--- config.mk ---
export PLATFORM = sky130hd
export DESIGN_NAME = bfx_exec
export DESIGN_NICKNAME = d
export VERILOG_FILES = /design/src/bfx_pkg.sv /design/src/bfx_alu_if.sv /design/src/bfx_shift_unit.sv /design/src/bfx_exec.sv
export SDC_FILE = /design/constraint.sdc
export NUM_CORES = 1
export LEC_CHECK = 0
export BUFFER_PORTS_ARGS = -buffer_cell sky130_fd_sc_hd__buf_2
export CAP_MARGIN = 20
export CORE_AREA = 2 2 99 101
export DETAILED_ROUTE_END_ITERATION = 10
export DIE_AREA = 0 0 101 103
export GPL_ROUTABILITY_DRIVEN = 1
export HOLD_SLACK_MARGIN = 0.03
export PLACE_DENSITY = 0.76
export SLEW_MARGIN = 20
export SYNTH_ARGS = -nofsm -noshare
export SYNTH_HDL_FRONTEND = slang
export SYNTH_SLANG_ARGS = --single-unit
--- constraint.sdc ---
create_clock -name sys_clk -period 2.3 [get_ports sys_clk]
set_input_delay 0.115 -clock sys_clk [delete_from_list [all_inputs] [get_ports sys_clk]]
set_output_delay 0.115 -clock sys_clk [all_outputs]
set_load 0.03 [all_outputs]
--- src/bfx_pkg.sv ---
// package: opcodes, status flag positions, cycle counts for the bit and flag executor
package bfx_pkg;
    localparam int DATA_W = 8;
    localparam int PC_W   = 16;
    localparam int K_W    = 7;

    // status flag bit positions
    localparam logic [2:0] FLAG_C = 3'h0;
    localparam logic [2:0] FLAG_Z = 3'h1;
    localparam logic [2:0] FLAG_N = 3'h2;
    localparam logic [2:0] FLAG_V = 3'h3;
    localparam logic [2:0] FLAG_S = 3'h4;
    localparam logic [2:0] FLAG_H = 3'h5;
    localparam logic [2:0] FLAG_T = 3'h6;
    localparam logic [2:0] FLAG_I = 3'h7;

    localparam logic [7:0] STATUS_RESET = 8'h00;

    // cycle counts
    localparam logic [1:0] CYC_ONE = 2'h1;
    localparam logic [1:0] CYC_TWO = 2'h2;

    typedef enum logic [4:0] {
        OP_NOP                    = 5'h00,
        OP_BRANCH_ON_IRQ_ENABLED  = 5'h01,
        OP_BRANCH_ON_IRQ_DISABLED = 5'h02,
        OP_IO_BIT_SET             = 5'h03,
        OP_IO_BIT_CLEAR           = 5'h04,
        OP_SHIFT_LEFT_LOGICAL     = 5'h05,
        OP_SHIFT_RIGHT_LOGICAL    = 5'h06,
        OP_ROTATE_LEFT_CARRY      = 5'h07,
        OP_ROTATE_RIGHT_CARRY     = 5'h08,
        OP_ARITH_SHIFT_RIGHT      = 5'h09,
        OP_NIBBLE_SWAP            = 5'h0A,
        OP_GENERIC_FLAG_SET       = 5'h0B,
        OP_GENERIC_FLAG_CLEAR     = 5'h0C,
        OP_REG_BIT_TO_TRANSFER    = 5'h0D,
        OP_TRANSFER_TO_REG_BIT    = 5'h0E,
        OP_REGISTER_COPY          = 5'h0F,
        OP_REGISTER_PAIR_COPY     = 5'h10,
        OP_IMMEDIATE_LOAD         = 5'h11
    } bfx_op_type;

    typedef enum logic [1:0] {
        ST_IDLE   = 2'b00,
        ST_SECOND = 2'b01
    } bfx_state_type;
endpackage : bfx_pkg

--- src/bfx_alu_if.sv ---
// interface: operand and result bundle between executor and shift unit
interface bfx_alu_if;
    logic [7:0]      operand;
    logic            carry_in;
    bfx_pkg::bfx_op_type op;
    logic [7:0]      result;
    logic [3:0]      flags;   // {v, n, z, c}
    modport exec  (output operand, output carry_in, output op, input result, input flags);
    modport shift (input operand, input carry_in, input op, output result, output flags);
endinterface : bfx_alu_if

--- src/bfx_shift_unit.sv ---
// shift and rotate unit with flag generation
module bfx_shift_unit (
    bfx_alu_if.shift alu
);
    logic [7:0] res;
    logic       cout;
    logic       n;

    always_comb begin
        res  = alu.operand;
        cout = alu.carry_in;
        case (alu.op)
            bfx_pkg::OP_SHIFT_LEFT_LOGICAL: begin
                res  = {alu.operand[6:0], 1'b0};
                cout = alu.operand[7];
            end
            bfx_pkg::OP_SHIFT_RIGHT_LOGICAL: begin
                res  = {1'b0, alu.operand[7:1]};
                cout = alu.operand[0];
            end
            bfx_pkg::OP_ROTATE_LEFT_CARRY: begin
                res  = {alu.operand[6:0], alu.carry_in};
                cout = alu.operand[7];
            end
            bfx_pkg::OP_ROTATE_RIGHT_CARRY: begin
                res  = {alu.carry_in, alu.operand[7:1]};
                cout = alu.operand[0];
            end
            bfx_pkg::OP_ARITH_SHIFT_RIGHT: begin
                res  = {alu.operand[7], alu.operand[7:1]};
                cout = alu.operand[0];
            end
            default: begin
                res  = alu.operand;
                cout = alu.carry_in;
            end
        endcase
        n = res[7];
    end

    // overflow follows n xor c for every shift form
    assign alu.result = res;
    assign alu.flags  = {n ^ cout, n, (res == 8'h00), cout};
endmodule : bfx_shift_unit

--- src/bfx_exec.sv ---
// top: executes branch-on-interrupt, bit, shift, flag and move instructions
module bfx_exec #(
    parameter int PC_W = bfx_pkg::PC_W,
    parameter int K_W  = bfx_pkg::K_W
) (
    // clock and reset
    input  wire logic                 sys_clk,
    input  wire logic                 resetn,
    // instruction issue
    input  wire logic                 instr_valid,
    input  wire bfx_pkg::bfx_op_type  instr_op,
    input  wire logic [2:0]           instr_bit,
    input  wire logic [K_W-1:0]       instr_k,
    input  wire logic [7:0]           instr_imm,
    input  wire logic                 flag_op_set,
    input  wire logic [2:0]           flag_op_sel,
    // operands from register file and io space
    input  wire logic [7:0]           src_data,
    input  wire logic [7:0]           src_data_hi,
    input  wire logic [7:0]           dst_data,
    input  wire logic [7:0]           io_rd_data,
    input  wire logic [5:0]           io_addr_in,
    input  wire logic [PC_W-1:0]      pc_in,
    // results
    output logic                      busy,
    output logic                      done,
    output logic                      pc_load,
    output logic [PC_W-1:0]           pc_out,
    output logic                      rd_we,
    output logic                      rd_pair_we,
    output logic [7:0]                rd_data,
    output logic [7:0]                rd_data_hi,
    output logic                      io_we,
    output logic [5:0]                io_addr,
    output logic [7:0]                io_wr_data,
    output logic [7:0]                status_flags
);
    typedef struct packed {
        bfx_pkg::bfx_state_type state;
        logic                   busy;
        logic                   done;
        logic                   pc_load;
        logic [PC_W-1:0]        pc;
        logic                   rd_we;
        logic                   rd_pair_we;
        logic [7:0]             rd_data;
        logic [7:0]             rd_data_hi;
        logic                   io_we;
        logic [5:0]             io_addr;
        logic [7:0]             io_data;
        logic [7:0]             status_flags_register;
        bfx_pkg::bfx_op_type    op;       // op held for the second cycle
    } bfx_state_reg_type;

    bfx_state_reg_type st_q;
    bfx_state_reg_type st_d;

    // reset image spelled per field so the status reset value stays explicit
    localparam bfx_state_reg_type ST_RESET = '{
        state:      bfx_pkg::ST_IDLE,
        busy:       1'b0,
        done:       1'b0,
        pc_load:    1'b0,
        pc:         {PC_W{1'b0}},
        rd_we:      1'b0,
        rd_pair_we: 1'b0,
        rd_data:    8'h00,
        rd_data_hi: 8'h00,
        io_we:      1'b0,
        io_addr:    6'h00,
        io_data:    8'h00,
        status_flags_register:       bfx_pkg::STATUS_RESET,
        op:         bfx_pkg::OP_NOP
    };

    bfx_alu_if alu ();

    bfx_shift_unit u_shift (
        .alu (alu)
    );

    // sign-extended branch target, wraps in the counter width
    function automatic logic [PC_W-1:0] branch_target(input logic [PC_W-1:0] pc,
                                                      input logic [K_W-1:0]  k);
        logic [PC_W-1:0] ext;
        ext = {{(PC_W-K_W){k[K_W-1]}}, k};
        return PC_W'(pc + ext + PC_W'(1));
    endfunction : branch_target

    function automatic logic [7:0] set_bit(input logic [7:0] v, input logic [2:0] b,
                                           input logic val);
        logic [7:0] r;
        r    = v;
        r[b] = val;
        return r;
    endfunction : set_bit

    // branch forms share the second-cycle path with the io bit forms
    function automatic logic is_branch_op(input bfx_pkg::bfx_op_type op);
        return (op == bfx_pkg::OP_BRANCH_ON_IRQ_ENABLED) ||
               (op == bfx_pkg::OP_BRANCH_ON_IRQ_DISABLED);
    endfunction : is_branch_op

    // park in the second cycle; the issue port may move on, so the op is kept here
    function automatic bfx_state_reg_type enter_second(input bfx_state_reg_type   s,
                                                        input bfx_pkg::bfx_op_type op);
        bfx_state_reg_type r;
        r       = s;
        r.state = bfx_pkg::ST_SECOND;
        r.busy  = 1'b1;
        r.done  = 1'b0;
        r.op    = op;
        return r;
    endfunction : enter_second

    assign alu.operand  = dst_data;
    assign alu.carry_in = st_q.status_flags_register[bfx_pkg::FLAG_C];
    assign alu.op       = instr_op;

    always_comb begin
        st_d            = st_q;
        st_d.done       = 1'b0;
        st_d.pc_load    = 1'b0;
        st_d.rd_we      = 1'b0;
        st_d.rd_pair_we = 1'b0;
        st_d.io_we      = 1'b0;
        case (st_q.state)
            bfx_pkg::ST_IDLE: begin
                if (instr_valid) begin
                    // single-cycle by default; two-cycle forms override below
                    st_d.done = 1'b1;
                    case (instr_op)
                        bfx_pkg::OP_BRANCH_ON_IRQ_ENABLED: begin
                            if (st_q.status_flags_register[bfx_pkg::FLAG_I]) begin
                                st_d.pc    = branch_target(pc_in, instr_k);
                                st_d       = enter_second(st_d, instr_op);
                            end
                        end
                        bfx_pkg::OP_BRANCH_ON_IRQ_DISABLED: begin
                            if (!st_q.status_flags_register[bfx_pkg::FLAG_I]) begin
                                st_d.pc    = branch_target(pc_in, instr_k);
                                st_d       = enter_second(st_d, instr_op);
                            end
                        end
                        bfx_pkg::OP_IO_BIT_SET,
                        bfx_pkg::OP_IO_BIT_CLEAR: begin
                            // read-modify-write: one cycle to latch, one to write back
                            st_d.io_addr = io_addr_in;
                            st_d.io_data = set_bit(io_rd_data, instr_bit,
                                (instr_op == bfx_pkg::OP_IO_BIT_SET));
                            st_d         = enter_second(st_d, instr_op);
                        end
                        bfx_pkg::OP_SHIFT_LEFT_LOGICAL,
                        bfx_pkg::OP_SHIFT_RIGHT_LOGICAL,
                        bfx_pkg::OP_ROTATE_LEFT_CARRY,
                        bfx_pkg::OP_ROTATE_RIGHT_CARRY,
                        bfx_pkg::OP_ARITH_SHIFT_RIGHT: begin
                            st_d.rd_we   = 1'b1;
                            st_d.rd_data = alu.result;
                            st_d.status_flags_register[bfx_pkg::FLAG_C] = alu.flags[0];
                            st_d.status_flags_register[bfx_pkg::FLAG_Z] = alu.flags[1];
                            st_d.status_flags_register[bfx_pkg::FLAG_N] = alu.flags[2];
                            st_d.status_flags_register[bfx_pkg::FLAG_V] = alu.flags[3];
                        end
                        bfx_pkg::OP_NIBBLE_SWAP: begin
                            st_d.rd_we   = 1'b1;
                            st_d.rd_data = {dst_data[3:0], dst_data[7:4]};
                        end
                        bfx_pkg::OP_GENERIC_FLAG_SET,
                        bfx_pkg::OP_GENERIC_FLAG_CLEAR: begin
                            // dedicated set/clear forms decode to this with a fixed selector
                            st_d.status_flags_register = set_bit(st_q.status_flags_register, flag_op_sel,
                                (instr_op == bfx_pkg::OP_GENERIC_FLAG_SET));
                        end
                        bfx_pkg::OP_REG_BIT_TO_TRANSFER: begin
                            st_d.status_flags_register[bfx_pkg::FLAG_T] = src_data[instr_bit];
                        end
                        bfx_pkg::OP_TRANSFER_TO_REG_BIT: begin
                            st_d.rd_we   = 1'b1;
                            st_d.rd_data = set_bit(dst_data, instr_bit,
                                                   st_q.status_flags_register[bfx_pkg::FLAG_T]);
                        end
                        bfx_pkg::OP_REGISTER_COPY: begin
                            st_d.rd_we   = 1'b1;
                            st_d.rd_data = src_data;
                        end
                        bfx_pkg::OP_REGISTER_PAIR_COPY: begin
                            st_d.rd_pair_we = 1'b1;
                            st_d.rd_data    = src_data;
                            st_d.rd_data_hi = src_data_hi;
                        end
                        bfx_pkg::OP_IMMEDIATE_LOAD: begin
                            st_d.rd_we   = 1'b1;
                            st_d.rd_data = instr_imm;
                        end
                        default: begin
                            st_d.done = 1'b1;
                        end
                    endcase
                end
            end
            bfx_pkg::ST_SECOND: begin
                // second cycle of taken branch or io bit write; requests here are refused
                st_d.state = bfx_pkg::ST_IDLE;
                st_d.busy  = 1'b0;
                st_d.done  = 1'b1;
                if (is_branch_op(st_q.op)) begin
                    st_d.pc_load = 1'b1;
                end else begin
                    st_d.io_we   = 1'b1;
                end
            end
            default: begin
                st_d.state = bfx_pkg::ST_IDLE;
                st_d.busy  = 1'b0;
            end
        endcase
        // flag_op_set unused beyond selection; kept for decoders that encode polarity apart
        if (flag_op_set && instr_valid && st_q.state == bfx_pkg::ST_IDLE &&
            instr_op == bfx_pkg::OP_NOP) begin
            st_d.done = 1'b1;
        end
    end

    always_ff @(posedge sys_clk or negedge resetn) begin
        if (!resetn) begin
            st_q <= ST_RESET;
        end else begin
            st_q <= st_d;
        end
    end

    assign busy         = st_q.busy;
    assign done         = st_q.done;
    assign pc_load      = st_q.pc_load;
    assign pc_out       = st_q.pc;
    assign rd_we        = st_q.rd_we;
    assign rd_pair_we   = st_q.rd_pair_we;
    assign rd_data      = st_q.rd_data;
    assign rd_data_hi   = st_q.rd_data_hi;
    assign io_we        = st_q.io_we;
    assign io_addr      = st_q.io_addr;
    assign io_wr_data   = st_q.io_data;
    assign status_flags = st_q.status_flags_register;
endmodule : bfx_exec

==> results of run 1 <==
per-layer routing:
layer | vias to the layer above | global-route usage
met5 | - | 0
met4 | 0 | 0.0613
met3 | 20 | 0.0461
met2 | 207 | 0.405
met1 | 2057 | 0.300
li1 | 2135 | -
final cells by class:
class,count,share of cell area
Clock buffer,10,0.0244
Clock inverter,6,0.0160
Multi-Input combinational cell,393,0.469
Tap cell,114,0.0253
Inverter,11,0.00731
Sequential cell,65,0.288
Timing Repair Buffer,170,0.170
through the flow:
step                hold slack (ns)  total power, mW  area [um^2]   util  worst slack [ns]
floorplan                    -0.181             2.86         4830      -             0.197
global placement              0.141             3.00         5260  0.556           -0.0530
detailed placement            0.150             3.04         5260  0.556            -0.115
CTS                          0.0633             4.19         5650  0.597             0.236
global route                 0.0768             4.39         5650  0.597            0.0101
finish                       0.0791             4.16         5650  0.597             0.239
worst register-to-register path, cell delays in order, from the launching register on:
cell	delay [ns]
dfrtp_1	0.43
nor2b_1	0.39
nand4b_1	0.15
buf_4	0.26
or4_1	0.54
nand3_1	0.09
worst max-delay path by stage:
stage	slack, ns	from	endpoint	cells past startpoint
2_1_floorplan	0.20	instr_k[0]	pc_out[8]	10
3_3_place_gp	-0.05	instr_k[0]	pc_out[8]	12
3_5_place_dp	-0.11	pc_in[0]	pc_out[8]	12
4_1_cts	0.24	instr_k[0]	pc_out[8]	12
5_1_grt	0.01	instr_k[0]	pc_out[8]	12
6_report	0.24	instr_k[0]	pc_out[8]	12
cells in the final DEF (no fill, tap or decap), types with 5 or more instances in the layout:
cell             n
a21oi_1         30
a211oi_1         6
mux2i_1         17
dlygate4sd3_1   16
a222oi_1         5
nor2b_1          9
nor3_1          10
nor3b_1          6
clkbuf_8        10
mux2_2          23
a32oi_1          7
xnor2_1          8
nand3_1         12
a21o_1           9
nand3b_1         6
nand2_1         70
buf_2          142
o2111ai_1        5
dfrtp_1         65
inv_1           10
o21ai_0         28
buf_4           12
ha_1            15
nand2b_1         8
nor2_1          36
registers in the layout, indices dropped and copies added, names as in the netlist:
name	count
done	1
io_addr	6
io_we	1
io_wr_data	8
pc_load	1
pc_out	16
rd_data	8
rd_data_hi	8
rd_pair_we	1
rd_we	1
st_q	6
status_flags	8
kinds of logic after synthesis:
logic type	synth area share
AOI/OAI and AO/OA	0.186
DFF	0.337
buffers and inverters	0.117
adders and majority gates	0.0430
muxes	0.0888
and+or+nand+nor	0.206
xor gates and xnor gates	0.0218
what timing repair did:
action,4_1_cts,5_1_grt
hold buffers,16,0
endpoints found under the setup margin,0,0
endpoints found under the hold margin,40,0
resized for setup,0,0
power breakdown:
group | switching (mW) | leakage [nW] | internal, mW | total, mW
logic | 0.976 | 1.79 | 0.537 | 1.51
clock network | 0.484 | 0.113 | 0.644 | 1.13
registers | 0.136 | 0.825 | 1.38 | 1.52
==> summary.md, run 1 <==
| Metric | Value |
|---|---|
| Run status | finished, final reports clean |
| Routed wire per std cell | 15.6 um |
| Vias | 4419 |
| WP data arrival | 2.28 ns |
| CP max FO | 5 |
| Number of global-route vias before repair | 4051 |
| Reg2Reg Capture Point | pc_out[13] |
| Path depth of the worst reg2reg path | 5 |
| Fraction of layout cells with a size suffix above 1 | 0.315 |
| Num rows | 36 |
| Area delta synth->final | 16.9% |
| Hold depth | 3 |
| Most frequent CP cell | inv_1 |
| Relative max-transition margin | 0.515 |
| Most used DFF post-synth | dfrtp_1 |
| Sequential cell area fraction in the yosys report | 0.337 |
| Synth cell count leaders | nand2_1, dfrtp_1, buf_4 |
| Crit-path cells | buf_2, inv_1, ha_1, inv_1, fa_1, a211oi_1, o21bai_1, a2111oi_0, buf_4, nand2b_1, xor2_1, o21ai_0 |
| DRC | 0 |
| Syn Std Cell Area | 0.00483 mm^2 |
| Routability cong. | 0.937 |
| Top layer in use | met4 |
| LEAKAGE | 2.72 nW |
| Initial antenna violation count | 0 |
| Dpl hpwl | 9.04 mm |
| Final setup violating endpoints | 0 |
| Final hold viol count | 0 |
| Synth area leaders | dfrtp_1, buf_4, nand2_1, mux2_2, ha_1 |
| CTS Buffer Depth | 2 |
| Starting DRC count in detailed routing | 276 |
| Footprint of the multi-input gates | 0.00265 mm^2 |
| Finished Layout Cells | 769 |
| # IOs | 144 |
| CP Data Required Time | 2.51 ns |
| Peak Freq | 0.485 GHz |
| FFs w/ async S/R, synth | 1.00 |
| Final period util | 0.896 |
| Worst Path Class, Setup | primary input to register |
| Number of synthesized flops with an enable pin | 0 |
| Insertion delay to the later sink of the worst-skew pair | 0.35 ns |
| Die X | 101 um |
| Detail Route Antenna Nets | 0 |
| Core area | 0.00946 mm^2 |
| Overall die height | 103 um |
| Hold Path Class | primary input to register |
| Cts bufs inserted | 9 |
| Top delay family on crit path | compound AO/OA/AOI/OAI gates |
| Most frequent cell after synthesis | nand2_1 |
| Buffers & Inverters on Critical Path | 4 |
| Hold_sp | io_rd_data[2] |
| Synth top area share | 0.337 |
| DRT Pass-1 Iters | 5 |
| Dominant cell type by area after synthesis | dfrtp_1 |
| Slowest stage delay, CP | 0.44 ns |
| Met1 Wirelength | 4.92 mm |
| Pwr/cell area | 737 mW/mm^2 |
| Postcts setup bufs | 0 |
| Unrepaired setup endpoints after global routing | false |
| Synthesized area per cell | 8.77 um^2 |
| CTS tree | done |
| IO buf count | 142 |
| Netlist cell types | 71 |
| Synth Instances | 551 |
| Worst setup SP type | primary input |
| Yosys Warn Count | 0 |
| Largest net degree at the start of global routing | 39 |
| Crit path time final | 2.06 ns |
| Max-Cap Viols | 0 |
| Post-Place Cells | 737 |
| Routed Wire Length | 12.0 mm |
| Worst Max-Slew Pin Slew | 0.725 ns |
| Post-DR vias/cell | 5.75 |
| Hold Path Sink | io_wr_data[2] |
| R2R Path Start | st_q[65] |
| Setup TNS | 0 ns |
| Endpoint type of the worst setup path | register |
| First-pass GRT wire length | 19.4 mm |
| Congestion Overflow GR | 0 |
| Peak supply drop | 0.395 mV |
| Final Slew Violations | 0 |
| Reg clk slew, reported paths | 0.08 ns |
| Full die area | 0.0104 mm^2 |
| Total GRT Usage | 0.234 |
| Reg2reg setup slack | 0.38 ns |
| Skew final | 0.0126 ns |
| Mapped Nets | 651 |
| Wire length on met2 | 5.99 mm |
| Diodes inserted | 0 |
| Sequential cell area | 0.00163 mm^2 |
| CP max stage cell | a2111oi_0 |
| Htree depth | 3 |
| Initial Utilization | 0.511 |
| CTS root buf | clkbuf_8 |
| Fill count | 844 |
| #FFs+latches synth | 65 |
| # clock sinks | 65 |
| WL met3 | 924 um |
| Final nets | 750 |
Power figures use the tool's default switching activity.
==> run 2: changes to the inputs <==
PLACE_DENSITY = 0.8   (was 0.76)
==> run 2 against run 1 <==
  * Count of clock-buffer cells in the layout shrank 1
  * Clock power grew 9%
  * Global-route usage shrank 0.088 points
  * Utilization grew 0.079 points
  * Non-clock buffer count shrank 2
==> summary.md, run 2 (synthesized netlist as in run 1, its figures left out) <==
| Metric | Value |
|---|---|
| Run status | finished, final reports clean |
| Endpoint type of the worst setup path | register |
| Worst setup endpoint | pc_out[8] |
| Most frequent cells in the layout | buf_2, nand2_1, dfrtp_1, nor2_1, a21oi_1 |
| Num rows | 36 |
| Worst Path Class, Setup | primary input to register |
| Skew final | 0.00745 ns |
| Routability cong. | 0.942 |
| Routed wire per std cell | 15.8 um |
| CTS Buffer Depth | 2 |
| Clock share of power | 0.288 |
| Initial Utilization | 0.511 |
| Core area | 0.00946 mm^2 |
| Post-DR vias/cell | 5.72 |
| Unrepaired setup endpoints after global routing | false |
| Worst setup SP type | primary input |
| Reg2reg setup slack | 0.39 ns |
| Final period util | 0.898 |
| WP data arrival | 2.30 ns |
| Vias | 4388 |
| Total GRT Usage | 0.233 |
| P_sw | 1.61 mW |
| CTS root buf | clkbuf_8 |
| CP Data Required Time | 2.54 ns |
| Most common cell after layout, fill and taps aside | buf_2 |
| Area delta synth->final | 17.0% |
| Hold slack final | 0.0704 ns |
| Final Slew Violations | 0 |
| Max reg flops | 16 |
| Reg clk slew, reported paths | 0.08 ns |
| Final hold viol count | 0 |
| DP Worst Slack | -0.190 ns |
| Internal power | 2.65 mW |
| Postcts setup bufs | 0 |
| Path depth of the worst reg2reg path | 5 |
| Htree depth | 3 |
| Starting DRC count in detailed routing | 240 |
| Routed Wire Length | 12.1 mm |
| Dpl hpwl | 9.03 mm |
| LEAKAGE | 2.73 nW |
| Max-Cap Viols | 0 |
| DRC | 0 |
| Full die area | 0.0104 mm^2 |
| Setup slack after layout | 0.234 ns |
| Largest net degree at the start of global routing | 39 |
| # clock sinks | 65 |
| Final nets | 748 |
| Cts bufs inserted | 9 |
| CP max FO | 5 |
| Final setup violating endpoints | 0 |
| DRT Pass-1 Iters | 6 |
| Worst setup path start | instr_k[0] |
| Detail Route Antenna Nets | 0 |
| Peak supply drop | 0.334 mV |
| Congestion Overflow GR | 0 |
| Reg power frac | 0.356 |
| R2R Path Start | st_q[65] |
| Crit path time final | 2.07 ns |
| Switching part of the total power | 0.378 |
| Number of global-route vias before repair | 4023 |
| Worst Max-Slew Pin Slew | 0.715 ns |
| Fraction of layout cells with a size suffix above 1 | 0.312 |
| Initial antenna violation count | 0 |
| IO buf count | 142 |
| Peak Freq | 0.484 GHz |
| Overall die height | 103 um |
| Die X | 101 um |
| # IOs | 144 |
| Relative max-transition margin | 0.522 |
| Combinational power share | 0.356 |
| Diodes inserted | 0 |
| Pwr/cell area | 754 mW/mm^2 |
| First-pass GRT wire length | 19.0 mm |
| CTS tree | done |
| Reg2Reg Capture Point | pc_out[12] |
| Hold Path Class | primary input to register |
| Insertion delay to the later sink of the worst-skew pair | 0.36 ns |
==> run 2: cell types whose count changed in the layout (fill, tap and decap cells not counted), sizes merged <==
cell,change
buf,-2
clkbuf,-1
inv,+1
clkinvlp,-1
bufinv,+1
==> run 2: power by group through the flow <==
stage | combinational (mW) | clock, mW | sequential (mW)
6_report | 1.52 | 1.23 | 1.52
2_1_floorplan | 1.35 | 0 | 1.51
3_3_place_gp | 1.46 | 0 | 1.53
3_5_place_dp | 1.50 | 0 | 1.53
5_1_grt | 1.65 | 1.28 | 1.55
4_1_cts | 1.52 | 1.25 | 1.52
==> run 2: cell type report <==
class / instances / area (um^2)
clock buffer: 9 / 124
clock inverter: 7 / 125
fill: 832 / 3800
inverter: 11 / 41.3
multi-input combinational: 393 / 2650
sequential: 65 / 1630
tap: 114 / 143
timing repair buffer: 168 / 946
==> run 2: per-stage QoR <==
step	util	power (mW)	instance area, um^2	TNS [ns]	cells
2_1_floorplan	-	2.86	4830	0	551
5_1_grt	0.598	4.48	5650	0	767
3_3_place_gp	0.554	2.99	5240	-0.0841	735
3_5_place_dp	0.554	3.03	5240	-0.534	735
6_report	0.598	4.26	5650	0	767
4_1_cts	0.598	4.29	5650	0	767
==> run 2: metal layers <==
layer,track usage,vias to the layer above,part of all wire
li1,-,2128,-
met1,0.294,2054,0.42
met2,0.391,178,0.49
met3,0.0502,28,0.066
met4,0.0936,0,0.026
met5,0,-,0
==> run 2: how the worst min path moves through the flow <==
stage                  start  cells past startpoint  slack [ns]             to
5_1_grt        io_rd_data[4]                      3        0.07  io_wr_data[4]
4_1_cts        io_rd_data[4]                      3        0.04  io_wr_data[4]
3_5_place_dp          resetn                      1        0.08  rd_data_hi[3]
2_1_floorplan         resetn                      0       -0.18           done
3_3_place_gp          resetn                      1        0.07  rd_data_hi[2]
6_report       io_rd_data[4]                      3        0.07  io_wr_data[4]
==> run 2: timing repair <==
action                                 4_1_cts  5_1_grt
setup endpoints to repair                    0        1
endpoints found under the hold margin       33        0
gates resized for setup                      0        1
hold buffers                                16        0
==> run 2: critical path, stage by stage <==
cell       delay [ns]
buf_2            0.10
inv_1            0.04
ha_1             0.16
inv_1            0.05
fa_1             0.39
a211oi_1         0.25
o21bai_1         0.12
a2111oi_1        0.44
buf_4            0.18
nand2b_1         0.19
xor2_1           0.16
o21ai_0          0.08
